[src/inc/poroc_map.svh]
// Register offsets, field positions, reset values and counts for the phase/ref/quick-config bank
// What this block does
// - Writing one to phase-reset strobe zeroes offset; strobe clears itself.
// - Writing one to decrement strobe subtracts step size once; self-clearing.
// - Writing one to increment strobe adds step size once; self-clearing.
// - Force bits 0-3 expire validation timer of references A-D at once; self-clearing.
// - Override bits 0-3 mask fault of references A-D while set; reset zero.
// - Bypass bits 0-3 remove monitor of references A-D while set; reset zero.
// - Quick config acts only when enabled and select pin low at reset.
// - Active quick config selects one of 256 ROM frequency translations.
// - Select pin high at reset makes quick config registers ignored.
// - Output field [7:4] picks one of 16 outputs, loading output settings.
// - Input field [3:0] picks one of 16 inputs, loading reference profiles.
`ifndef POROC_MAP_SVH
`define POROC_MAP_SVH
// ----------------------------------------------------------------------
// Register indices (byte address is four times the index)
// ----------------------------------------------------------------------
`define POROC_IDX_PSTEP 12'hA0A
`define POROC_IDX_FORCE 12'hA0B
`define POROC_IDX_OVRD 12'hA0C
`define POROC_IDX_BYP 12'hA0D
`define POROC_IDX_POFS 12'hA10
`define POROC_IDX_QCEN 12'hC00
`define POROC_IDX_QCSEL 12'hC01
`define POROC_IDX_QCSTAT 12'hC0F
// ----------------------------------------------------------------------
// Fields, resets, counts
// ----------------------------------------------------------------------
`define POROC_BIT_INC 0
`define POROC_BIT_DEC 1
`define POROC_BIT_RST 2
`define POROC_REF_RESET 4'h0
`define POROC_QC_RESET 8'h00
`define POROC_PHASE_RESET 16'h0000
`define POROC_SYNC_CYCLES 2'h2
`define POROC_RESP_OKAY 2'h0
`define POROC_RESP_SLVERR 2'h2
`endif

[src/inc/poroc_pkg.sv]
// Types shared by the phase/ref/quick-config register bank
package poroc_pkg;
    // State of the whole bank, registered as one word
    typedef struct packed {
        logic aw_full;
        logic [11:0] aw_idx;
        logic w_full;
        logic [7:0] w_data;
        logic w_lane0;
        logic bvalid;
        logic [1:0] bresp;
        logic rvalid;
        logic [31:0] rdata;
        logic [1:0] rresp;
        logic [15:0] phase_offset;
        logic [3:0] force_expire;
        logic [3:0] fault_override;
        logic [3:0] monitor_bypass;
        logic qc_enable;
        logic [7:0] qc_select;
        logic pin_s1;
        logic pin_s2;
        logic pin_latched;
        logic [1:0] cap_cnt;
        logic cap_done;
        logic qc_load;
    } poroc_state_t;
endpackage

[src/design/poroc_ctrl.sv]
// AXI4-Lite register bank for phase offset steps, reference overrides and quick config
`timescale 1ns/1ps
`include "poroc_map.svh"
module poroc_ctrl
    import poroc_pkg::*;
#(
    parameter int ADDR_W = 14
) (
    input wire logic aclk,
    input wire logic aresetn,
    input wire logic awvalid,
    output logic awready,
    input wire logic [ADDR_W-1:0] awaddr,
    input wire logic [2:0] awprot,
    input wire logic wvalid,
    output logic wready,
    input wire logic [31:0] wdata,
    input wire logic [3:0] wstrb,
    output logic bvalid,
    input wire logic bready,
    output logic [1:0] bresp,
    input wire logic arvalid,
    output logic arready,
    input wire logic [ADDR_W-1:0] araddr,
    input wire logic [2:0] arprot,
    output logic rvalid,
    input wire logic rready,
    output logic [31:0] rdata,
    output logic [1:0] rresp,
    input wire logic [15:0] phase_step_size,
    output logic [15:0] phase_offset,
    output logic [3:0] validation_force,
    input wire logic [3:0] monitor_fault_raw,
    output logic [3:0] reference_fault,
    output logic [3:0] monitor_bypass,
    input wire logic pin_program_select,
    output logic qc_active,
    output logic qc_load,
    output logic [3:0] qc_input_index,
    output logic [3:0] qc_output_index
);

    // ------------------------------------------------------------------
    // State and decode helpers
    // ------------------------------------------------------------------
    poroc_state_t s;
    poroc_state_t next_s;
    logic wr_fire;
    logic [11:0] wr_idx;
    logic [7:0] wr_byte;
    logic ar_fire;
    logic [11:0] ar_idx;
    logic qc_on;

    // Word index from a byte address; upper address bits beyond the map are ignored
    function automatic logic [11:0] word_idx(input logic [ADDR_W-1:0] a);
        return a[13:2];
    endfunction

    // True for every index the bank answers
    function automatic logic is_mapped(input logic [11:0] i);
        if (i == `POROC_IDX_PSTEP) begin
            return 1'b1;
        end else if (i == `POROC_IDX_FORCE || i == `POROC_IDX_OVRD) begin
            return 1'b1;
        end else if (i == `POROC_IDX_BYP || i == `POROC_IDX_POFS) begin
            return 1'b1;
        end else if (i == `POROC_IDX_QCEN || i == `POROC_IDX_QCSEL) begin
            return 1'b1;
        end else if (i == `POROC_IDX_QCSTAT) begin
            return 1'b1;
        end
        return 1'b0;
    endfunction

    // ------------------------------------------------------------------
    // Bus handshakes
    // ------------------------------------------------------------------
    // One write in flight: hold off new beats until the response is taken
    assign awready = !s.aw_full && !s.bvalid;
    assign wready = !s.w_full && !s.bvalid;
    assign arready = !s.rvalid;
    assign ar_fire = arvalid && arready;
    assign ar_idx = word_idx(araddr);
    assign wr_fire = s.aw_full && s.w_full && !s.bvalid;
    assign wr_idx = s.aw_idx;
    assign wr_byte = s.w_lane0 ? s.w_data : 8'h00;
    assign qc_on = s.cap_done && s.qc_enable && !s.pin_latched;

    // ------------------------------------------------------------------
    // Next-state logic
    // ------------------------------------------------------------------
    always_comb begin
        next_s = s;
        next_s.force_expire = 4'h0;
        next_s.qc_load = 1'b0;
        // Address and data are taken in either order
        if (awvalid && awready) begin
            next_s.aw_full = 1'b1;
            next_s.aw_idx = word_idx(awaddr);
        end
        if (wvalid && wready) begin
            next_s.w_full = 1'b1;
            next_s.w_data = wdata[7:0];
            next_s.w_lane0 = wstrb[0];
        end
        if (s.bvalid && bready) begin
            next_s.bvalid = 1'b0;
        end
        // Register writes; only byte lane 0 carries data
        if (wr_fire) begin
            next_s.aw_full = 1'b0;
            next_s.w_full = 1'b0;
            next_s.bvalid = 1'b1;
            next_s.bresp = is_mapped(wr_idx) ? `POROC_RESP_OKAY : `POROC_RESP_SLVERR;
            if (wr_idx == `POROC_IDX_PSTEP) begin
                // Reset wins; opposite steps in one write cancel
                if (wr_byte[`POROC_BIT_RST]) begin
                    next_s.phase_offset = `POROC_PHASE_RESET;
                end else if (wr_byte[`POROC_BIT_DEC] && !wr_byte[`POROC_BIT_INC]) begin
                    next_s.phase_offset = s.phase_offset - phase_step_size;
                end else if (wr_byte[`POROC_BIT_INC] && !wr_byte[`POROC_BIT_DEC]) begin
                    next_s.phase_offset = s.phase_offset + phase_step_size;
                end
            end else if (wr_idx == `POROC_IDX_FORCE) begin
                next_s.force_expire = wr_byte[3:0];
            end else if (wr_idx == `POROC_IDX_OVRD) begin
                next_s.fault_override = wr_byte[3:0];
            end else if (wr_idx == `POROC_IDX_BYP) begin
                next_s.monitor_bypass = wr_byte[3:0];
            end else if (wr_idx == `POROC_IDX_QCEN) begin
                next_s.qc_enable = wr_byte[0];
                next_s.qc_load = wr_byte[0] && s.cap_done && !s.pin_latched;
            end else if (wr_idx == `POROC_IDX_QCSEL) begin
                next_s.qc_select = wr_byte;
                next_s.qc_load = qc_on;
            end
        end
        // Reads answer one cycle after the address is taken
        if (s.rvalid && rready) begin
            next_s.rvalid = 1'b0;
        end
        if (ar_fire) begin
            next_s.rvalid = 1'b1;
            next_s.rdata = 32'h0000_0000;
            next_s.rresp = is_mapped(ar_idx) ? `POROC_RESP_OKAY : `POROC_RESP_SLVERR;
            // Strobe registers always read back zero since they clear themselves
            if (ar_idx == `POROC_IDX_OVRD) begin
                next_s.rdata[3:0] = s.fault_override;
            end else if (ar_idx == `POROC_IDX_BYP) begin
                next_s.rdata[3:0] = s.monitor_bypass;
            end else if (ar_idx == `POROC_IDX_POFS) begin
                next_s.rdata[15:0] = s.phase_offset;
            end else if (ar_idx == `POROC_IDX_QCEN) begin
                next_s.rdata[0] = s.qc_enable;
            end else if (ar_idx == `POROC_IDX_QCSEL) begin
                next_s.rdata[7:0] = s.qc_select;
            end else if (ar_idx == `POROC_IDX_QCSTAT) begin
                next_s.rdata[2:0] = {s.cap_done, s.pin_latched, qc_on};
            end
        end
        // Pin passes two flops, then is caught once after reset release
        next_s.pin_s1 = pin_program_select;
        next_s.pin_s2 = s.pin_s1;
        if (!s.cap_done) begin
            if (s.cap_cnt == `POROC_SYNC_CYCLES) begin
                next_s.cap_done = 1'b1;
                next_s.pin_latched = s.pin_s2;
                next_s.qc_load = s.qc_enable && !s.pin_s2;
            end else begin
                next_s.cap_cnt = s.cap_cnt + 2'h1;
            end
        end
    end

    // ------------------------------------------------------------------
    // State register
    // ------------------------------------------------------------------
    always_ff @(posedge aclk) begin
        if (!aresetn) begin
            s <= '0;
            s.phase_offset <= `POROC_PHASE_RESET;
            s.fault_override <= `POROC_REF_RESET;
            s.monitor_bypass <= `POROC_REF_RESET;
            s.qc_select <= `POROC_QC_RESET;
        end else begin
            s <= next_s;
        end
    end

    // ------------------------------------------------------------------
    // Outputs
    // ------------------------------------------------------------------
    assign bvalid = s.bvalid;
    assign bresp = s.bresp;
    assign rvalid = s.rvalid;
    assign rdata = s.rdata;
    assign rresp = s.rresp;
    assign phase_offset = s.phase_offset;
    assign validation_force = s.force_expire;
    // Masking is gate-level so an override takes hold without a cycle of delay
    assign reference_fault = monitor_fault_raw & ~s.fault_override;
    assign monitor_bypass = s.monitor_bypass;
    assign qc_active = qc_on;
    assign qc_load = s.qc_load;
    // ROM address halves: 16 inputs by 16 outputs give the 256 translations
    assign qc_input_index = qc_on ? s.qc_select[3:0] : 4'h0;
    assign qc_output_index = qc_on ? s.qc_select[7:4] : 4'h0;
endmodule

[config.mk]
export PLATFORM = sky130hd
export DESIGN_NAME = poroc_ctrl
export DESIGN_NICKNAME = d
export VERILOG_FILES = /design/src/inc/poroc_pkg.sv /design/src/design/poroc_ctrl.sv
export VERILOG_INCLUDE_DIRS = /design/src /design/src/inc
export SDC_FILE = /design/constraint.sdc
export NUM_CORES = 1
export LEC_CHECK = 0
export BUFFER_PORTS_ARGS = -buffer_cell sky130_fd_sc_hd__clkbuf_2
export CORE_ASPECT_RATIO = 0.75
export CORE_MARGIN = 4
export CORE_UTILIZATION = 40
export CTS_CLUSTER_SIZE = 30
export DETAILED_ROUTE_END_ITERATION = 8
export MAX_ROUTING_LAYER = met4
export PLACE_DENSITY = 0.69
export SYNTH_ARGS = -nofsm -noshare
export SYNTH_HDL_FRONTEND = slang
export SYNTH_SLANG_ARGS = --single-unit
[constraint.sdc]
create_clock -name aclk -period 3.5 [get_ports aclk]
set_input_delay 1.05 -clock aclk [delete_from_list [all_inputs] [get_ports aclk]]
set_output_delay 1.05 -clock aclk [all_outputs]
set_load 0.02 [all_outputs]
==> results of run 1 <==
## area by class of cell
cell class,count,area share
multi-input combinational,463,0.453
clock buffer,10,0.0371
sequential,87,0.282
timing repair buffer,169,0.157
tap,166,0.0337
inverter,25,0.0152
clock inverter,6,0.0215
## what timing repair did
action / 4_1_cts / 5_1_grt
hold buffers: 0 / 0
endpoints found under the setup margin: 0 / 4
resized for setup: 0 / 11
## layer usage
| metal | share of wire | track usage | vias to the layer above |
|---|---|---|---|
| met5 | 0 | - | - |
| met4 | 0.011 | 0.0374 | 0 |
| met3 | 0.074 | 0.0496 | 12 |
| met2 | 0.41 | 0.260 | 139 |
| met1 | 0.51 | 0.281 | 2072 |
| li1 | - | - | 2374 |
## flip-flops by register name, summed over array words and instances, names as in the netlist
register and count:
bresp 1, bvalid 1, monitor_bypass 4, next_s 1
phase_offset 16, qc_load 1, rdata 16, rresp 1
rvalid 1, s 29, validation_force 4, wr_idx 12
## cells in the final DEF (no fill, tap or decap), types with 6 or more instances in the layout
master / instances
sky130_fd_sc_hd__clkbuf_2: 121
sky130_fd_sc_hd__dfxtp_1: 87
sky130_fd_sc_hd__nand2_1: 86
sky130_fd_sc_hd__a21oi_1: 64
sky130_fd_sc_hd__nor2_1: 54
sky130_fd_sc_hd__buf_4: 48
sky130_fd_sc_hd__inv_1: 24
sky130_fd_sc_hd__xnor2_1: 19
sky130_fd_sc_hd__and2_1: 18
sky130_fd_sc_hd__nand3_1: 18
sky130_fd_sc_hd__conb_1: 18
sky130_fd_sc_hd__nor3_1: 17
sky130_fd_sc_hd__ha_1: 17
sky130_fd_sc_hd__nor2b_1: 15
sky130_fd_sc_hd__o21ai_0: 13
sky130_fd_sc_hd__a31oi_1: 9
sky130_fd_sc_hd__mux2i_1: 9
sky130_fd_sc_hd__clkbuf_16: 9
sky130_fd_sc_hd__xor2_1: 8
sky130_fd_sc_hd__a221oi_1: 7
sky130_fd_sc_hd__o21a_1: 6
sky130_fd_sc_hd__a22oi_1: 6
## cell families (layout without fill, tap and decap cells)
logic type	Yosys count	after routing	share of synthesized area
AO/OA/AOI/OAI	135	135	0.163
flip-flops	87	87	0.344
AND/OR/NAND/NOR	255	255	0.253
XOR/XNOR	27	27	0.0467
multiplexers	10	10	0.0200
adder cells (fa/ha/maj)	18	18	0.0459
other	1	18	0.000740
buffers and inverters	109	210	0.127
## stage by stage
stage	hold WS, ps	std cells	utilization	instance area, um^2
after floorplan	412	659	-	5140
after global placement	429	910	0.467	5760
after detailed placement	429	910	0.467	5760
after CTS	453	926	0.496	6120
after global routing	478	926	0.499	6170
final	452	926	0.499	6170
## worst max-delay path by stage
stage / slack [ps] / depth (start not counted) / endpoint
floorplan: -20 / 12 / phase_offset[12]$_SDFFE_PN0P_
global placement: -350 / 14 / phase_offset[15]$_SDFFE_PN0P_
detailed placement: -370 / 14 / phase_offset[15]$_SDFFE_PN0P_
CTS: 3 / 14 / phase_offset[15]$_SDFFE_PN0P_
global route: -100 / 16 / phase_offset[15]$_SDFFE_PN0P_
finish: 100 / 14 / phase_offset[12]$_SDFFE_PN0P_
## critical path, stage by stage
cell	delay, ps
sky130_fd_sc_hd__clkbuf_2	110
sky130_fd_sc_hd__nor4_4	290
sky130_fd_sc_hd__nand2_1	130
sky130_fd_sc_hd__o31ai_2	260
sky130_fd_sc_hd__xor2_1	180
sky130_fd_sc_hd__ha_1	320
sky130_fd_sc_hd__and3_1	260
sky130_fd_sc_hd__nand4_1	100
sky130_fd_sc_hd__nand2_1	70
sky130_fd_sc_hd__a311oi_1	280
sky130_fd_sc_hd__buf_4	180
sky130_fd_sc_hd__nor2_1	50
sky130_fd_sc_hd__xor2_1	150
sky130_fd_sc_hd__a32o_1	210
## power groups by stage
stage,Combinational [uW],Sequential [uW],Clock (uW)
after CTS,349,1070,1180
final,352,1070,1160
after floorplan,246,1080,0
after global routing,397,1070,1230
after global placement,344,1090,0
after detailed placement,346,1090,0
==> impl_metrics.json, run 1 <==
{
  "fillers": 1224,
  "number_of_antenna_violations_at_the_first_check_in_global_routing": 0,
  "first_pass_grt_wire_length_um": 21500,
  "flow.area_growth_from_synthesis_pct": 21.7,
  "drive_gt1_frac": 0.266,
  "startpoint_of_the_most_critical_setup_path": "phase_step_size[5]",
  "i_o_pins": 177,
  "synth.distinct_cells": 59,
  "drt-wirelength-per-cell_um": 14.6,
  "timing.slew.headroom": 0.342,
  "drt_first_iter_violations": 250,
  "via_count": 4597,
  "intPower_uw": 1950,
  "cts_tree": "yes",
  "syn-instance-count": 642,
  "first_global_vias": 4340,
  "outcome": "completed",
  "drtPass1Iterations": 5,
  "antenna_fix_cells": 0,
  "power.share.combinational": 0.136,
  "post_synth_instance_area_um2": 5070,
  "floorplan.die.width_um": 138,
  "grt_setup_unrepaired": "true",
  "worst-slew-pin-transition_ps": 961,
  "yosys.area.top_type": "sky130_fd_sc_hd__dfxtp_1",
  "numClockSinks": 87,
  "largest_net_degree_at_the_start_of_global_routing": 32,
  "die_y_um": 105,
  "place.port_buffers": 121,
  "globalplace.congestion": 0.904,
  "p_per_area_nw_per_um2": 419,
  "worst_hold_path.num_cells": 1,
  "static-leakage-power_uw": 0.00273,
  "placement_rows": 35,
  "critical_path_peak_fanout": 7,
  "clk-insertion-delay-late_ps": 340,
  "timing_worst_setup_path_type": "input port to flop",
  "clock-skew-final_ps": 7.04,
  "report.final.slew_viol_count": 0,
  "yosys_most_used_dff": "sky130_fd_sc_hd__dfxtp_1",
  "power_frac_clock": 0.450,
  "register_to_register_path_depth": 14,
  "dp_worst_setup_slack_ps": -369,
  "async_reset_ff_frac": 0,
  "setup.worst_path.start_class": "input port",
  "critPathCaptureType": "flop",
  "final.setup.worst_slack_ps": 97.3,
  "max_freq_ghz": 0.294,
  "period_share": 0.972,
  "multiInputGateArea_um2": 2800,
  "total_switching_power_uw": 637,
  "synthMostInstantiatedCell": "sky130_fd_sc_hd__dfxtp_1",
  "ys_top_cells_by_count": "87 x sky130_fd_sc_hd__dfxtp_1, 86 x sky130_fd_sc_hd__nand2_1, 65 x sky130_fd_sc_hd__a21oi_1",
  "cts_inserted_buffers": 9,
  "design.core.area_um2": 12300,
  "clk_transition_reported_paths_ps": 60,
  "ant_nets": 0,
  "synthDominantCellAreaShare": 0.344,
  "rr_startpoint": "s[82]$_SDFFE_PN0P_",
  "report.final.hold_viol_count": 0,
  "flip_flop_and_latch_count_after_synthesis": 87,
  "post-cts-setup-buffer-count": 0,
  "layout_min_cycle_time_ps": 3400,
  "max-cap-violations": 0,
  "cts_max_level": 3,
  "layout.area.seq_um2": 1740,
  "min_delay_worst_endpoint": "s[5]$_SDFF_PN0_",
  "syn_area_per_cell_um2": 7.89,
  "r2r_path_end": "phase_offset[15]$_SDFFE_PN0P_",
  "sequential_element_share_of_the_synthesized_area": 0.344,
  "clockBufferDepth": 2,
  "initial_core_util": 0.410,
  "sw_ratio": 0.246,
  "synth_warnings": 0,
  "setup_viol": 0,
  "share_seq_of_total_power": 0.414,
  "track_usage": 0.190,
  "via_density": 4.96,
  "drt_drc_violations_left": 0,
  "fin_nets": 871,
  "holdCritPathClass": "flop to flop",
  "total_power_uw": 2580,
  "fp.dieArea_um2": 14500,
  "timing.reg2reg.setup_slack_ps": 370,
  "cts-root-buf": "sky130_fd_sc_hd__clkbuf_16",
  "global_route.overflow_total": 0,
  "hold_path_startpoint": "next_s[5]$_SDFF_PN0_",
  "dp_hpwl_um": 10600,
  "number_of_flops_mapped_to_enable_cells_by_yosys": 0,
  "worst-endpoint-arrival_ps": 3630,
  "routed_wirelength_um": 13500,
  "totalNegativeSetupSlack_ps": 0,
  "ir_drop_uv": 302,
  "yosys-top-cells-area": "sky130_fd_sc_hd__dfxtp_1 34%, sky130_fd_sc_hd__buf_4 8.9%, sky130_fd_sc_hd__a21oi_1 6.4%, sky130_fd_sc_hd__nand2_1 6.4%, sky130_fd_sc_hd__ha_1 4.2%",
  "critPathRequiredTime_ps": 3730
}
Power figures use the tool's default switching activity.
==> run 2, diff against run 1 <==
--- a/config.mk
+++ b/config.mk
@@ -9,11 +9,10 @@
 export BUFFER_PORTS_ARGS = -buffer_cell sky130_fd_sc_hd__clkbuf_2
 export CORE_ASPECT_RATIO = 0.75
 export CORE_MARGIN = 4
-export CORE_UTILIZATION = 40
+export CORE_UTILIZATION = 31
 export CTS_CLUSTER_SIZE = 30
 export DETAILED_ROUTE_END_ITERATION = 8
 export MAX_ROUTING_LAYER = met4
-export PLACE_DENSITY = 0.69
 export SYNTH_ARGS = -nofsm -noshare
 export SYNTH_HDL_FRONTEND = slang
 export SYNTH_SLANG_ARGS = --single-unit
==> impl_metrics.json, run 2 (synthesis gave the netlist of run 1 again) <==
{
  "drtPass1Iterations": 4,
  "via_density": 4.78,
  "period_share": 0.987,
  "critical_path_peak_fanout": 3,
  "flow.area_growth_from_synthesis_pct": 23.9,
  "cts-root-buf": "sky130_fd_sc_hd__clkbuf_16",
  "worst-endpoint-arrival_ps": 3690,
  "cts_inserted_buffers": 9,
  "leading_cell_types_in_the_layout_fill_and_taps_excluded": "120 x sky130_fd_sc_hd__clkbuf_2, 87 x sky130_fd_sc_hd__dfxtp_1, 86 x sky130_fd_sc_hd__nand2_1",
  "critPathCaptureType": "flop",
  "antenna_fix_cells": 0,
  "fp.dieArea_um2": 18500,
  "p_per_area_nw_per_um2": 392,
  "dp_worst_setup_slack_ps": -347,
  "fin_util": 0.392,
  "drt_first_iter_violations": 207,
  "cts_max_level": 3,
  "timing.critical_path.buf_inv": 3,
  "first_pass_grt_wire_length_um": 22500,
  "design.core.area_um2": 16000,
  "drt-wirelength-per-cell_um": 14.5,
  "track_usage": 0.155,
  "largest_net_degree_at_the_start_of_global_routing": 67,
  "final.setup.worst_slack_ps": 46.3,
  "ant_nets": 0,
  "fin_nets": 877,
  "number_of_flip_flops_under_the_largest_register_name": 29,
  "initial_core_util": 0.316,
  "drive_gt1_frac": 0.275,
  "die_y_um": 119,
  "first_global_vias": 4389,
  "max-cap-violations": 0,
  "place.port_buffers": 121,
  "dp_hpwl_um": 11200,
  "clk_transition_reported_paths_ps": 70,
  "worstPathCellList": "buf_8 -> nor4_4 -> nor4b_4 -> buf_4 -> nor2_4 -> xnor2_2 -> ha_1 -> a21o_1 -> a21oi_2 -> o211ai_1 -> a311oi_2 -> buf_4 -> nor2_4 -> xor2_1 -> a32o_1",
  "layout.cells.most_common": "sky130_fd_sc_hd__clkbuf_2",
  "i_o_pins": 177,
  "postCtsHoldBufs": 0,
  "routed_wirelength_um": 14100,
  "critPathRequiredTime_ps": 3730,
  "worst_path_largest_cell_delay_ps": 300,
  "holdCritPathClass": "flop to flop",
  "layout_min_cycle_time_ps": 3450,
  "grt_setup_unrepaired": "true",
  "static-leakage-power_uw": 0.00275,
  "fillers": 1710,
  "clock-skew-final_ps": 9.51,
  "cts_tree": "yes",
  "max_freq_ghz": 0.290,
  "clockBufferDepth": 2,
  "via_count": 4663,
  "numClockSinks": 87,
  "placed_cell_area_um2": 5840,
  "report.final.hold_viol_count": 0,
  "ir_drop_uv": 269,
  "number_of_antenna_violations_at_the_first_check_in_global_routing": 0,
  "drt_drc_violations_left": 0,
  "floorplan.die.width_um": 156,
  "setup.worst_path.start_class": "input port",
  "worst_path_dominant_cell_family": "compound AO/OA/AOI/OAI gates",
  "outcome": "completed",
  "worst-slew-pin-transition_ps": 1160,
  "clk-insertion-delay-late_ps": 340,
  "report.final.slew_viol_count": 0,
  "final.hold.worst_slack_ps": 430,
  "timing_worst_setup_path_type": "input port to flop",
  "critical-path-slowest-cell": "sky130_fd_sc_hd__ha_1",
  "placement_rows": 40,
  "setup_viol": 0,
  "globalplace.congestion": 0.833,
  "reg_with_most_ffs": "s",
  "global_route.overflow_total": 0,
  "timing.slew.headroom": 0.207,
  "stdcell_area_um2": 6270
}
run 2: worst paths after layout:
kind / endpoint / slack, ps / cells past startpoint / from
max reg2reg: phase_offset[15]$_SDFFE_PN0P_ / 360 / 13 / s[84]$_SDFFE_PN0P_
max: phase_offset[12]$_SDFFE_PN0P_ / 50 / 15 / phase_step_size[2]
min: s[5]$_SDFF_PN0_ / 430 / 1 / next_s[5]$_SDFF_PN0_
min reg2reg: s[5]$_SDFF_PN0_ / 430 / 1 / next_s[5]$_SDFF_PN0_
run 2: per-layer routing:
| metal | track usage | share of wire |
|---|---|---|
| met3 | 0.0589 | 0.077 |
| met2 | 0.209 | 0.39 |
| met1 | 0.222 | 0.52 |
| met4 | 0.0257 | 0.0072 |
| met5 | - | 0 |
run 2: area by class of cell:
cell class	instances	area [um^2]	share of cell area
well taps	210	263	0.0419
clock inverters	6	92.6	0.0148
repair buffers	175	1030	0.165
multi-input cells	463	2820	0.450
inverters	25	93.8	0.0150
clock buffers	10	229	0.0365
flip-flops and latches	87	1740	0.278
run 2: report_power, final:
group	internal, uW	switching (uW)
Combinational	155	207
Clock	629	403
Sequential	1030	35.5
Total	1820	645
run 2: what timing repair did:
item	CTS	global route
buffers inserted	0	4
setup endpoints to repair	0	5
resized for setup	0	18
run 2: through the flow:
step	std cells	setup TNS [ps]	total power, uW
floorplan	659	-19.2	1330
global placement	956	-902	1440
detailed placement	956	-1340	1440
CTS	972	0	2480
global route	976	-208	2590
finish	976	0	2460
